`src/hdl/dcm_pkg.sv`:
```
// Constants and carrier types for the memory channel organization block.
// Assumes one memory clock; configuration bits arrive as plain ports.
package dcm_pkg;

	localparam int ADDR_W    = 36;
	localparam int LINE_LSB  = 6;
	localparam int LAT_W     = 5;
	localparam int SLOT_N    = 2;

	// Rate codes: ascending speed so the minimum is the slowest
	localparam logic [1:0] RATE_1866 = 2'h0;
	localparam logic [1:0] RATE_2133 = 2'h1;
	localparam logic [1:0] RATE_2400 = 2'h2;

	localparam logic [LAT_W-1:0] D4_2133_CL_A  = 5'h0f;
	localparam logic [LAT_W-1:0] D4_2133_CL_B  = 5'h10;
	localparam logic [LAT_W-1:0] D4_2133_RCD_A = 5'h0e;
	localparam logic [LAT_W-1:0] D4_2133_RCD_C = 5'h10;
	localparam logic [LAT_W-1:0] D4_2133_CWL_A = 5'h0b;
	localparam logic [LAT_W-1:0] D4_2133_CWL_B = 5'h0e;
	localparam logic [LAT_W-1:0] D4_2400_ALL   = 5'h11;
	localparam logic [LAT_W-1:0] D4_2400_CWL_A = 5'h0c;
	localparam logic [LAT_W-1:0] D4_2400_CWL_B = 5'h10;
	localparam logic [LAT_W-1:0] LP_1866_CL    = 5'h0e;
	localparam logic [LAT_W-1:0] LP_1866_RCD   = 5'h11;
	localparam logic [LAT_W-1:0] LP_1866_RPPB  = 5'h11;
	localparam logic [LAT_W-1:0] LP_1866_RPAB  = 5'h14;
	localparam logic [LAT_W-1:0] LP_1866_CWL   = 5'h0b;
	localparam logic [LAT_W-1:0] LP_2133_CL    = 5'h10;
	localparam logic [LAT_W-1:0] LP_2133_RCD   = 5'h14;
	localparam logic [LAT_W-1:0] LP_2133_RPPB  = 5'h14;
	localparam logic [LAT_W-1:0] LP_2133_RPAB  = 5'h17;
	localparam logic [LAT_W-1:0] LP_2133_CWL   = 5'h0d;
	localparam logic [3:0] LP_BANKS     = 4'h8;
	localparam logic [3:0] LP_ODP_DIES  = 4'h8;
	localparam logic [1:0] LP_MAX_RANKS = 2'h2;
	localparam logic [15:0] PAGE_BYTES  = 16'h2000;

	typedef enum logic [1:0] {
		DCM_TECH_NONE,
		DCM_TECH_DDR4,
		DCM_TECH_LP3
	} dcm_tech_e;

	// Presence-detect summary of one module slot
	typedef struct packed {
		logic             present;
		logic [1:0]       rate;
		logic [LAT_W-1:0] cl;
		logic [LAT_W-1:0] rcd;
		logic [LAT_W-1:0] rp;
		logic [LAT_W-1:0] cwl;
	} dcm_spd_s;

	typedef struct packed {
		dcm_tech_e        tech;
		logic             two_cycle;
		logic [1:0]       ranks;
		logic [3:0]       dies;
		logic [3:0]       banks;
		logic [ADDR_W-1:0] size;
	} dcm_chan_cfg_s;

	typedef struct packed {
		logic [1:0]       rate;
		logic [LAT_W-1:0] cl;
		logic [LAT_W-1:0] rcd;
		logic [LAT_W-1:0] rp;
		logic [LAT_W-1:0] rp_all;
		logic [LAT_W-1:0] cwl;
		logic             two_cycle;
	} dcm_timing_s;

	typedef struct packed {
		logic              valid;
		logic              chan;
		logic [ADDR_W-1:0] addr;
	} dcm_route_s;

endpackage

```
`src/hdl/dcm_top.sv`:
```
// Channel organization: mode choice, address mapping, common timing.
// Assumes presence-detect data and channel setup held stable while running.
`timescale 1ns/100ps
module dcm_top #(
	parameter int ADDR_W = dcm_pkg::ADDR_W,
	parameter int SLOTS  = dcm_pkg::SLOT_N
) (
	input  wire logic                  mclk_in,
	input  wire logic                  resetn_in,
	input  wire dcm_pkg::dcm_chan_cfg_s cfg_a_in,
	input  wire dcm_pkg::dcm_chan_cfg_s cfg_b_in,
	input  wire logic                  a_on_phys1_in,
	input  wire logic [ADDR_W-1:0]     zone_top_in,
	input  wire dcm_pkg::dcm_spd_s     spd_a_in [SLOTS],
	input  wire dcm_pkg::dcm_spd_s     spd_b_in [SLOTS],
	input  wire logic [1:0]            rcd_pick_in,
	input  wire logic [1:0]            cwl_pick_in,
	input  wire logic                  req0_valid_in,
	input  wire logic [ADDR_W-1:0]     req0_addr_in,
	input  wire logic                  req1_valid_in,
	input  wire logic [ADDR_W-1:0]     req1_addr_in,
	output logic                       req0_ready_out,
	output logic                       req1_ready_out,
	output dcm_pkg::dcm_route_s        phys0_cmd_out,
	output dcm_pkg::dcm_route_s        phys1_cmd_out,
	output dcm_pkg::dcm_timing_s       timing_out,
	output logic                       dual_mode_out,
	output logic                       full_interleave_out,
	output logic                       cfg_error_out
);

	typedef enum logic [1:0] {
		DCM_ST_IDLE,
		DCM_ST_SINGLE,
		DCM_ST_DUAL
	} dcm_mode_e;

	typedef struct packed {
		dcm_mode_e            mode;
		logic                 error;
		logic                 full_il;
		dcm_pkg::dcm_timing_s timing;
		dcm_pkg::dcm_route_s  p0;
		dcm_pkg::dcm_route_s  p1;
	} dcm_state_s;

	dcm_state_s st_q;
	dcm_state_s st_d;

	// ------------------------------------------------------------
	// Population and common timing
	// ------------------------------------------------------------
	logic       pop_a;
	logic       pop_b;
	logic       rate_seen;
	logic [1:0] min_rate;
	logic [1:0] eff_rate;
	logic [dcm_pkg::LAT_W-1:0] max_cl;
	logic [dcm_pkg::LAT_W-1:0] max_rcd;
	logic [dcm_pkg::LAT_W-1:0] max_rp;
	logic [dcm_pkg::LAT_W-1:0] max_cwl;
	dcm_pkg::dcm_timing_s      tim;
	logic       any_lp;
	logic       any_odp;
	logic       bad_lp;

	always_comb begin
		dcm_pkg::dcm_spd_s s;
		s         = '0;
		pop_a     = 1'b0;
		pop_b     = 1'b0;
		rate_seen = 1'b0;
		min_rate  = dcm_pkg::RATE_2400;
		max_cl    = '0;
		max_rcd   = '0;
		max_rp    = '0;
		max_cwl   = '0;
		// Up to two connectors per channel are scanned
		for (int i = 0; i < SLOTS; i++) begin
			for (int c = 0; c < 2; c++) begin
				s = (c == 0) ? spd_a_in[i] : spd_b_in[i];
				if (s.present) begin
					if (c == 0) begin
						pop_a = 1'b1;
					end else begin
						pop_b = 1'b1;
					end
					// Slowest module sets the rate
					if (!rate_seen || s.rate < min_rate) begin
						min_rate = s.rate;
					end
					rate_seen = 1'b1;
					// Slower latency is used for both channels
					if (s.cl > max_cl) begin
						max_cl = s.cl;
					end
					if (s.rcd > max_rcd) begin
						max_rcd = s.rcd;
					end
					if (s.rp > max_rp) begin
						max_rp = s.rp;
					end
					if (s.cwl > max_cwl) begin
						max_cwl = s.cwl;
					end
				end
			end
		end
	end

	// Technology may differ per channel; any LPDDR3 side steers timing
	assign any_lp  = (cfg_a_in.tech == dcm_pkg::DCM_TECH_LP3) ||
	                 (cfg_b_in.tech == dcm_pkg::DCM_TECH_LP3);
	assign any_odp = (cfg_a_in.tech == dcm_pkg::DCM_TECH_LP3 &&
	                  cfg_a_in.dies == dcm_pkg::LP_ODP_DIES) ||
	                 (cfg_b_in.tech == dcm_pkg::DCM_TECH_LP3 &&
	                  cfg_b_in.dies == dcm_pkg::LP_ODP_DIES);

	// Octa-die LPDDR3 packages cap the rate at 1866
	always_comb begin
		eff_rate = min_rate;
		// Codes above the fastest set fall back to it
		if (min_rate > dcm_pkg::RATE_2400) begin
			eff_rate = dcm_pkg::RATE_2400;
		end
		if (any_odp) begin
			eff_rate = dcm_pkg::RATE_1866;
		end else if (any_lp && eff_rate == dcm_pkg::RATE_2400) begin
			eff_rate = dcm_pkg::RATE_2133;
		end
	end

	// Out-of-range package shapes raise the error flag
	assign bad_lp =
		(cfg_a_in.tech == dcm_pkg::DCM_TECH_LP3 &&
		 (cfg_a_in.banks != dcm_pkg::LP_BANKS ||
		  cfg_a_in.ranks == 2'h0 ||
		  cfg_a_in.ranks > dcm_pkg::LP_MAX_RANKS)) ||
		(cfg_b_in.tech == dcm_pkg::DCM_TECH_LP3 &&
		 (cfg_b_in.banks != dcm_pkg::LP_BANKS ||
		  cfg_b_in.ranks == 2'h0 ||
		  cfg_b_in.ranks > dcm_pkg::LP_MAX_RANKS));

	// Settle on a supported timing set, at a rate never faster than the modules
	always_comb begin
		tim           = '0;
		tim.rate      = eff_rate;
		tim.two_cycle = cfg_a_in.two_cycle | cfg_b_in.two_cycle;
		if (any_lp) begin
			if (eff_rate == dcm_pkg::RATE_1866) begin
				tim.cl     = dcm_pkg::LP_1866_CL;
				tim.rcd    = dcm_pkg::LP_1866_RCD;
				tim.rp     = dcm_pkg::LP_1866_RPPB;
				tim.rp_all = dcm_pkg::LP_1866_RPAB;
				tim.cwl    = dcm_pkg::LP_1866_CWL;
			end else begin
				tim.cl     = dcm_pkg::LP_2133_CL;
				tim.rcd    = dcm_pkg::LP_2133_RCD;
				tim.rp     = dcm_pkg::LP_2133_RPPB;
				tim.rp_all = dcm_pkg::LP_2133_RPAB;
				tim.cwl    = dcm_pkg::LP_2133_CWL;
			end
		end else if (eff_rate == dcm_pkg::RATE_2400) begin
			// 2400 supports only the two-cycle spacing mode
			tim.cl        = dcm_pkg::D4_2400_ALL;
			tim.rcd       = dcm_pkg::D4_2400_ALL;
			tim.rp        = dcm_pkg::D4_2400_ALL;
			tim.rp_all    = dcm_pkg::D4_2400_ALL;
			tim.two_cycle = 1'b1;
			tim.cwl       = (cwl_pick_in == 2'h0) ?
			                dcm_pkg::D4_2400_CWL_A :
			                dcm_pkg::D4_2400_CWL_B;
			// Raised to the longer setting when shorter than a module's own write latency
			if (tim.cwl < max_cwl) begin
				tim.cwl = dcm_pkg::D4_2400_CWL_B;
			end
		end else begin
			tim.cl  = (max_cl > dcm_pkg::D4_2133_CL_A) ?
			          dcm_pkg::D4_2133_CL_B : dcm_pkg::D4_2133_CL_A;
			tim.rp  = (max_rp > dcm_pkg::D4_2133_CL_A) ?
			          dcm_pkg::D4_2133_CL_B : dcm_pkg::D4_2133_CL_A;
			// Pick 14..16, raised if a module needs longer, but never past 16
			tim.rcd = dcm_pkg::D4_2133_RCD_A +
			          dcm_pkg::LAT_W'(rcd_pick_in);
			if (tim.rcd < max_rcd) begin
				tim.rcd = max_rcd;
			end
			if (tim.rcd > dcm_pkg::D4_2133_RCD_C) begin
				tim.rcd = dcm_pkg::D4_2133_RCD_C;
			end
			tim.rp_all = tim.rp;
			tim.cwl    = (cwl_pick_in == 2'h0) ?
			             dcm_pkg::D4_2133_CWL_A :
			             dcm_pkg::D4_2133_CWL_B;
			if (tim.cwl < max_cwl) begin
				tim.cwl = dcm_pkg::D4_2133_CWL_B;
			end
		end
	end

	// ------------------------------------------------------------
	// Address mapping
	// ------------------------------------------------------------
	logic [ADDR_W-1:0] sym_top;
	logic [ADDR_W-1:0] zone_lim;
	logic              dual;

	// Platform must populate both for dual, one for single
	assign dual = pop_a && pop_b;

	// Symmetric zone per channel is the smaller size, or half the boundary
	always_comb begin
		sym_top  = cfg_b_in.size;
		if (cfg_a_in.size < cfg_b_in.size) begin
			sym_top = cfg_a_in.size;
		end
		zone_lim = sym_top;
		if ((zone_top_in >> 1) < sym_top) begin
			zone_lim = zone_top_in >> 1;
		end
	end

	function automatic dcm_pkg::dcm_route_s map_addr(
		input logic [ADDR_W-1:0] a,
		input logic              v
	);
		dcm_pkg::dcm_route_s r;
		logic                lc;
		logic [ADDR_W-1:0]   span;
		r     = '0;
		lc    = 1'b0;
		span  = ADDR_W'({zone_lim, 1'b0});
		r.valid = v;
		if (st_q.mode == DCM_ST_SINGLE) begin
			// Whichever channel is populated gets all traffic
			lc     = !pop_a;
			r.addr = a;
		end else if (a < span) begin
			// Line bit picks channel, remaining bits close the gap
			lc     = a[dcm_pkg::LINE_LSB];
			r.addr = {1'b0, a[ADDR_W-1:dcm_pkg::LINE_LSB+1],
			          a[dcm_pkg::LINE_LSB-1:0]};
		end else begin
			// Remainder lives on the larger channel, after its share
			lc     = cfg_b_in.size > cfg_a_in.size;
			r.addr = ADDR_W'(a - span + zone_lim);
		end
		// Logical A may sit on either physical channel
		r.chan = lc ^ a_on_phys1_in;
		return r;
	endfunction

	dcm_pkg::dcm_route_s rt0;
	dcm_pkg::dcm_route_s rt1;
	logic                want0_p0;
	logic                want0_p1;
	logic                want1_p0;
	logic                want1_p1;
	logic                g0;
	logic                g1;
	logic                pace_two;

	// Procedural, so a mode or size change also re-runs the map
	always_comb begin
		rt0 = map_addr(req0_addr_in, req0_valid_in);
		rt1 = map_addr(req1_addr_in, req1_valid_in);
	end
	assign pace_two = st_q.timing.two_cycle;

	// Requests on opposite channels go out together, no waiting on data
	assign want0_p0 = rt0.valid && !rt0.chan && st_q.mode != DCM_ST_IDLE;
	assign want0_p1 = rt0.valid && rt0.chan && st_q.mode != DCM_ST_IDLE;
	assign want1_p0 = rt1.valid && !rt1.chan && !want0_p0 &&
	                  st_q.mode != DCM_ST_IDLE;
	assign want1_p1 = rt1.valid && rt1.chan && !want0_p1 &&
	                  st_q.mode != DCM_ST_IDLE;

	// One spacing gate per physical channel
	dcm_cmd_pace u_pace0 (
		.mclk_in      (mclk_in),
		.resetn_in    (resetn_in),
		.two_cycle_in (pace_two),
		.req_in       (want0_p0 || want1_p0),
		.grant_out    (g0)
	);

	dcm_cmd_pace u_pace1 (
		.mclk_in      (mclk_in),
		.resetn_in    (resetn_in),
		.two_cycle_in (pace_two),
		.req_in       (want0_p1 || want1_p1),
		.grant_out    (g1)
	);

	// Ready is combinational; the command follows one clock later
	assign req0_ready_out = (want0_p0 && g0) || (want0_p1 && g1);
	assign req1_ready_out = (want1_p0 && g0) || (want1_p1 && g1);

	// ------------------------------------------------------------
	// State update
	// ------------------------------------------------------------
	always_comb begin
		st_d        = st_q;
		st_d.timing = tim;
		st_d.error  = bad_lp || (dual && cfg_a_in.size < cfg_b_in.size);
		if (dual) begin
			st_d.mode = DCM_ST_DUAL;
		end else if (pop_a || pop_b) begin
			st_d.mode = DCM_ST_SINGLE;
		end else begin
			st_d.mode = DCM_ST_IDLE;
		end
		// Equal sizes with boundary at the top: fully interleaved
		st_d.full_il = dual && cfg_a_in.size == cfg_b_in.size &&
		               zone_top_in >= ADDR_W'({cfg_a_in.size, 1'b0});
		st_d.p0 = '0;
		st_d.p1 = '0;
		if (g0) begin
			st_d.p0 = want0_p0 ? rt0 : rt1;
		end
		if (g1) begin
			st_d.p1 = want0_p1 ? rt0 : rt1;
		end
	end

	always_ff @(posedge mclk_in or negedge resetn_in) begin
		if (!resetn_in) begin
			st_q <= '0;
		end else begin
			st_q <= st_d;
		end
	end

	assign phys0_cmd_out       = st_q.p0;
	assign phys1_cmd_out       = st_q.p1;
	assign timing_out          = st_q.timing;
	assign dual_mode_out       = st_q.mode == DCM_ST_DUAL;
	assign full_interleave_out = st_q.full_il;
	assign cfg_error_out       = st_q.error;

endmodule

```
`src/hdl/dcm_cmd_pace.sv`:
```
// Command spacing gate for one physical channel.
// Assumes a request is held until taken.
`timescale 1ns/100ps
module dcm_cmd_pace (
	input  wire logic mclk_in,
	input  wire logic resetn_in,
	input  wire logic two_cycle_in,
	input  wire logic req_in,
	output logic      grant_out
);

	typedef struct packed {
		logic gap;
	} dcm_pace_s;

	dcm_pace_s st_q;
	dcm_pace_s st_d;

	// 1N grants every clock; 2N blocks the clock after a grant
	assign grant_out = req_in && !(two_cycle_in && st_q.gap);

	always_comb begin
		st_d     = st_q;
		st_d.gap = grant_out && two_cycle_in;
	end

	always_ff @(posedge mclk_in or negedge resetn_in) begin
		if (!resetn_in) begin
			st_q <= '0;
		end else begin
			st_q <= st_d;
		end
	end

endmodule

```
`config.mk`:
```
export PLATFORM = sky130hd
export DESIGN_NAME = dcm_top
export DESIGN_NICKNAME = d
export VERILOG_FILES = /design/src/hdl/dcm_pkg.sv /design/src/hdl/dcm_top.sv /design/src/hdl/dcm_cmd_pace.sv
export SDC_FILE = /design/constraint.sdc
export NUM_CORES = 1
export LEC_CHECK = 0
export ABC_AREA = 1
export BUFFER_PORTS_ARGS = -buffer_cell sky130_fd_sc_hd__buf_2
export CAP_MARGIN = 20
export CORE_AREA = 2 2 183 185
export CTS_BUF_LIST = sky130_fd_sc_hd__clkbuf_2
export CTS_CLUSTER_SIZE = 16
export DETAILED_ROUTE_END_ITERATION = 16
export DIE_AREA = 0 0 185 187
export MAX_ROUTING_LAYER = met4
export PLACE_DENSITY = 0.81
export SETUP_SLACK_MARGIN = 0.1
export SLEW_MARGIN = 20
export SYNTH_ARGS = -nofsm -noshare
export SYNTH_HDL_FRONTEND = slang
export SYNTH_HIERARCHICAL = 1
export SYNTH_SLANG_ARGS = --single-unit
```
`constraint.sdc`:
```
create_clock -name mclk_in -period 12.68 [get_ports mclk_in]
set_input_delay 1.902 -clock mclk_in [delete_from_list [all_inputs] [get_ports mclk_in]]
set_output_delay 1.902 -clock mclk_in [all_outputs]
set_load 0.01 [all_outputs]
```
==> flow_metrics.env <==
export IMPL_grt_use_total_pct=34.1
export IMPL_route_detailed_drc=0
export IMPL_ios=416
export IMPL_clk_latency_ns=0.62
export IMPL_clk_pin_slew_worst_paths_ns=0.23
export IMPL_end_kind="output port"
export IMPL_period_share_pct=90.3
export IMPL_place_congestion=0.996
export IMPL_synthArstFlopShare_pct=100
export IMPL_powerDensity_nw_per_um2=133
export IMPL_nets=3650
export IMPL_antenna_found_initial=12
export IMPL_syn_cell_area_sq_um=18600
export IMPL_critPathMaxStageDelay_ns=0.76
export IMPL_power_switching_mw=1.48
export IMPL_p_sw_share_pct=54.5
export IMPL_wl_microns=57600
export IMPL_postSynthAreaPerCell_sq_um=6.95
export IMPL_cts_resized=0
export IMPL_cts_buffer_depth=2
export IMPL_rr_worst_depth=14
export IMPL_path_buf_inv=8
export IMPL_avgRoutedWirePerCell_microns=16.8
export IMPL_skew_ns=0.0551
export IMPL_synthCells=2683
export IMPL_num_rows=67
export IMPL_synth_edff_count=0
export IMPL_area_growth_pct=10.1
export IMPL_crit_slowest_cell="o21ai_0"
export IMPL_synth_most_common_cell="nand2_1"
export IMPL_core_area_sq_um=32900
export IMPL_via_per_inst=5.64
export IMPL_yosys_top_cells_area="ha_1, dfrtp_1, nand2_1, o21ai_0, fa_1"
export IMPL_yosys_top_cells_count="nand2_1, inv_1, ha_1"
export IMPL_grt_pass1_wl_microns=92200
export IMPL_dieArea_sq_um=34600
export IMPL_clockRootBuffer="clkbuf_2"
export IMPL_vias=19300
export IMPL_relSlewSlack_pct=34.9
export IMPL_cts_htree_levels=3
export IMPL_tightest_slew_ns=0.967
export IMPL_p_int_mw=1.24
export IMPL_syn_num_nets=3370
export IMPL_yosys_warnings=6
export IMPL_drt_iter0_markers=1652
export IMPL_die_w_microns=185
export IMPL_grt_max_degree=80
export IMPL_worstPathArrival_ns=9.54
export IMPL_crit_family="simple AND/OR/NAND/NOR gates"
export IMPL_seqPwrFrac_pct=16.0
export IMPL_combPwrFrac_pct=78.9
export IMPL_fmax_mhz=87.4
export IMPL_cts_tree="done"
export IMPL_synth_ff_type="dfrtp_1"
export IMPL_layout_min_cycle_time_ns=11.45
export IMPL_min_delay_path_class="reg -> reg"
export IMPL_chipHeight_microns=187
export IMPL_r2r_end="phys0_cmd_out[31]"
export IMPL_final_setup_viol_count=0
export IMPL_cts_hold_buf=0
export IMPL_grt_ovfl_total=0
export IMPL_portBuffers=415
export IMPL_clockPowerShare_pct=5.1
export IMPL_drv_cap=0
export IMPL_pre_cts_ws_ns=1.36
export IMPL_crit_path_max_fanout=72
export IMPL_synth_seq_cells=104
export IMPL_dp_final_hpwl_microns=50100
export IMPL_tns_ns=0
export IMPL_rsz0062_at_grt="no"
export IMPL_status="finished, final reports clean"
export IMPL_ys_types=58
export IMPL_vdd_ir_drop_max_mv=0.0608
export IMPL_grt_pass1_vias=18200
export IMPL_hold_depth=3
export IMPL_drive_gt1_share_pct=18.1
export IMPL_cts_setup_buffers=0
export IMPL_reg2reg_from="st_q[107]"
export IMPL_cts_sinks=104
export IMPL_required_ns=10.78
export IMPL_worstSetupStartpointType="input pin"
export IMPL_worstHoldStart="u_pace0/st_q"
export IMPL_leakage_nw=11.5
export IMPL_netlist_area_leader_share_pct=21.2
export IMPL_fin_ws_ns=1.23
export IMPL_hold_end="u_pace0/st_q"
export IMPL_cts_made_buffers=9
export IMPL_dr_pass1_iters=6
export IMPL_ant_nets=0
export IMPL_maxSlewViolCount=0
export IMPL_path_class="in -> out"
export IMPL_hold_violations=0
export IMPL_reg2reg_slack_ns=9.06
export IMPL_ys_seq_area_share_pct=14.0
export IMPL_start_util_pct=56.7
export IMPL_yosysTopAreaCell="ha_1"
## registers in the layout, indices dropped and copies added (netlist names)
name / flops
cfg_error_out: 1
full_interleave_out: 1
pace_two: 1
phys0_cmd_out: 38
phys1_cmd_out: 38
st_q: 2
timing_out: 21
u_pace0/st_q: 1
u_pace1/st_q: 1
## layout make-up
cell class                 count  area, sq um
fill                        3046        12300
clock inverter                 6         43.8
timing repair buffer         450         2340
sequential                   104         2600
antenna                       12         30.0
clock buffer                  10         50.0
inverter                     335         1260
multi-input combinational   2063        13600
tap                          448          561
## tightest hold or removal path, cell delays in order (launching register included)
cell,delay (ns)
dfrtp_1,0.45
inv_1,0.05
nand3_1,0.06
inv_1,0.04
## how the worst max path moves through the flow
stage,startpoint,end,slack (ns),cells after the start
after global routing,cfg_b_in[35],req0_ready_out,0.52,41
after CTS,cfg_b_in[35],req0_ready_out,1.32,41
final,cfg_b_in[35],req0_ready_out,1.23,41
after global placement,cfg_a_in[27],req0_ready_out,1.64,42
after floorplan,cfg_b_in[35],req1_ready_out,1.71,47
after detailed placement,cfg_b_in[35],req0_ready_out,1.36,41
## cells by family (layout without fill, tap and decap cells)
group                    after synthesis  in the layout  synth area share (%)
flip-flops                           104            104                  14.0
other                                  0             12                     0
AND/OR/NAND/NOR                     1024           1024                  24.4
XOR/XNOR                              64             64                  3.01
buffers and inverters                516            801                  13.0
AO/OA/AOI/OAI                        595            595                  17.6
adder cells (fa/ha/maj)              380            380                  28.1
## layout by cell type, fill, tap and decap left out, types with 6 or more instances in the layout
cell      count
nand4_1      97
a31oi_1      15
o211ai_1     13
nand2_1     618
inv_1       331
a21o_1        7
xor2_1       33
o21ai_1      11
ha_1        316
diode_2      12
o21ai_0     296
or2_2         6
dfrtp_1     104
nand3_2      11
nor2_1      125
nand2_2      13
o21a_1        8
xnor2_1      31
fa_1         64
a211oi_1     12
clkbuf_2     10
a31o_2       11
nand3_1     112
buf_4        36
nor3_1       11
a21oi_1     186
nor4_1        6
buf_2       414
## through the flow
step / util, % / power (mW) / instances / hold slack (ns) / area (sq um)
after floorplan: - / 2.07 / 2683 / 0.499 / 18600
after global placement: 62.1 / 2.50 / 3400 / 0.576 / 20400
after detailed placement: 62.1 / 2.55 / 3400 / 0.569 / 20400
after CTS: 62.4 / 2.69 / 3416 / 0.599 / 20500
after global routing: 62.5 / 3.01 / 3428 / 0.649 / 20500
final: 62.5 / 2.72 / 3428 / 0.595 / 20500
## power by group through the flow
stage                     Clock (mW)  Sequential, mW  Combinational (mW)
after floorplan                    0           0.439                1.63
after global placement             0           0.444                2.05
after detailed placement           0           0.445                2.10
after CTS                      0.140           0.437                2.11
after global routing           0.151           0.445                2.41
final                          0.138           0.437                2.15
## metal layers
layer  up-vias  share of wire, %  global-route usage, %
met5         -                 0                      -
met4         0               3.0                   10.2
met3        99               7.6                   3.13
met2       855                45                   53.4
met1      8837                44                   46.7
li1       9526                 -                      -
No activity file was read; power rests on OpenSTA's default activity.
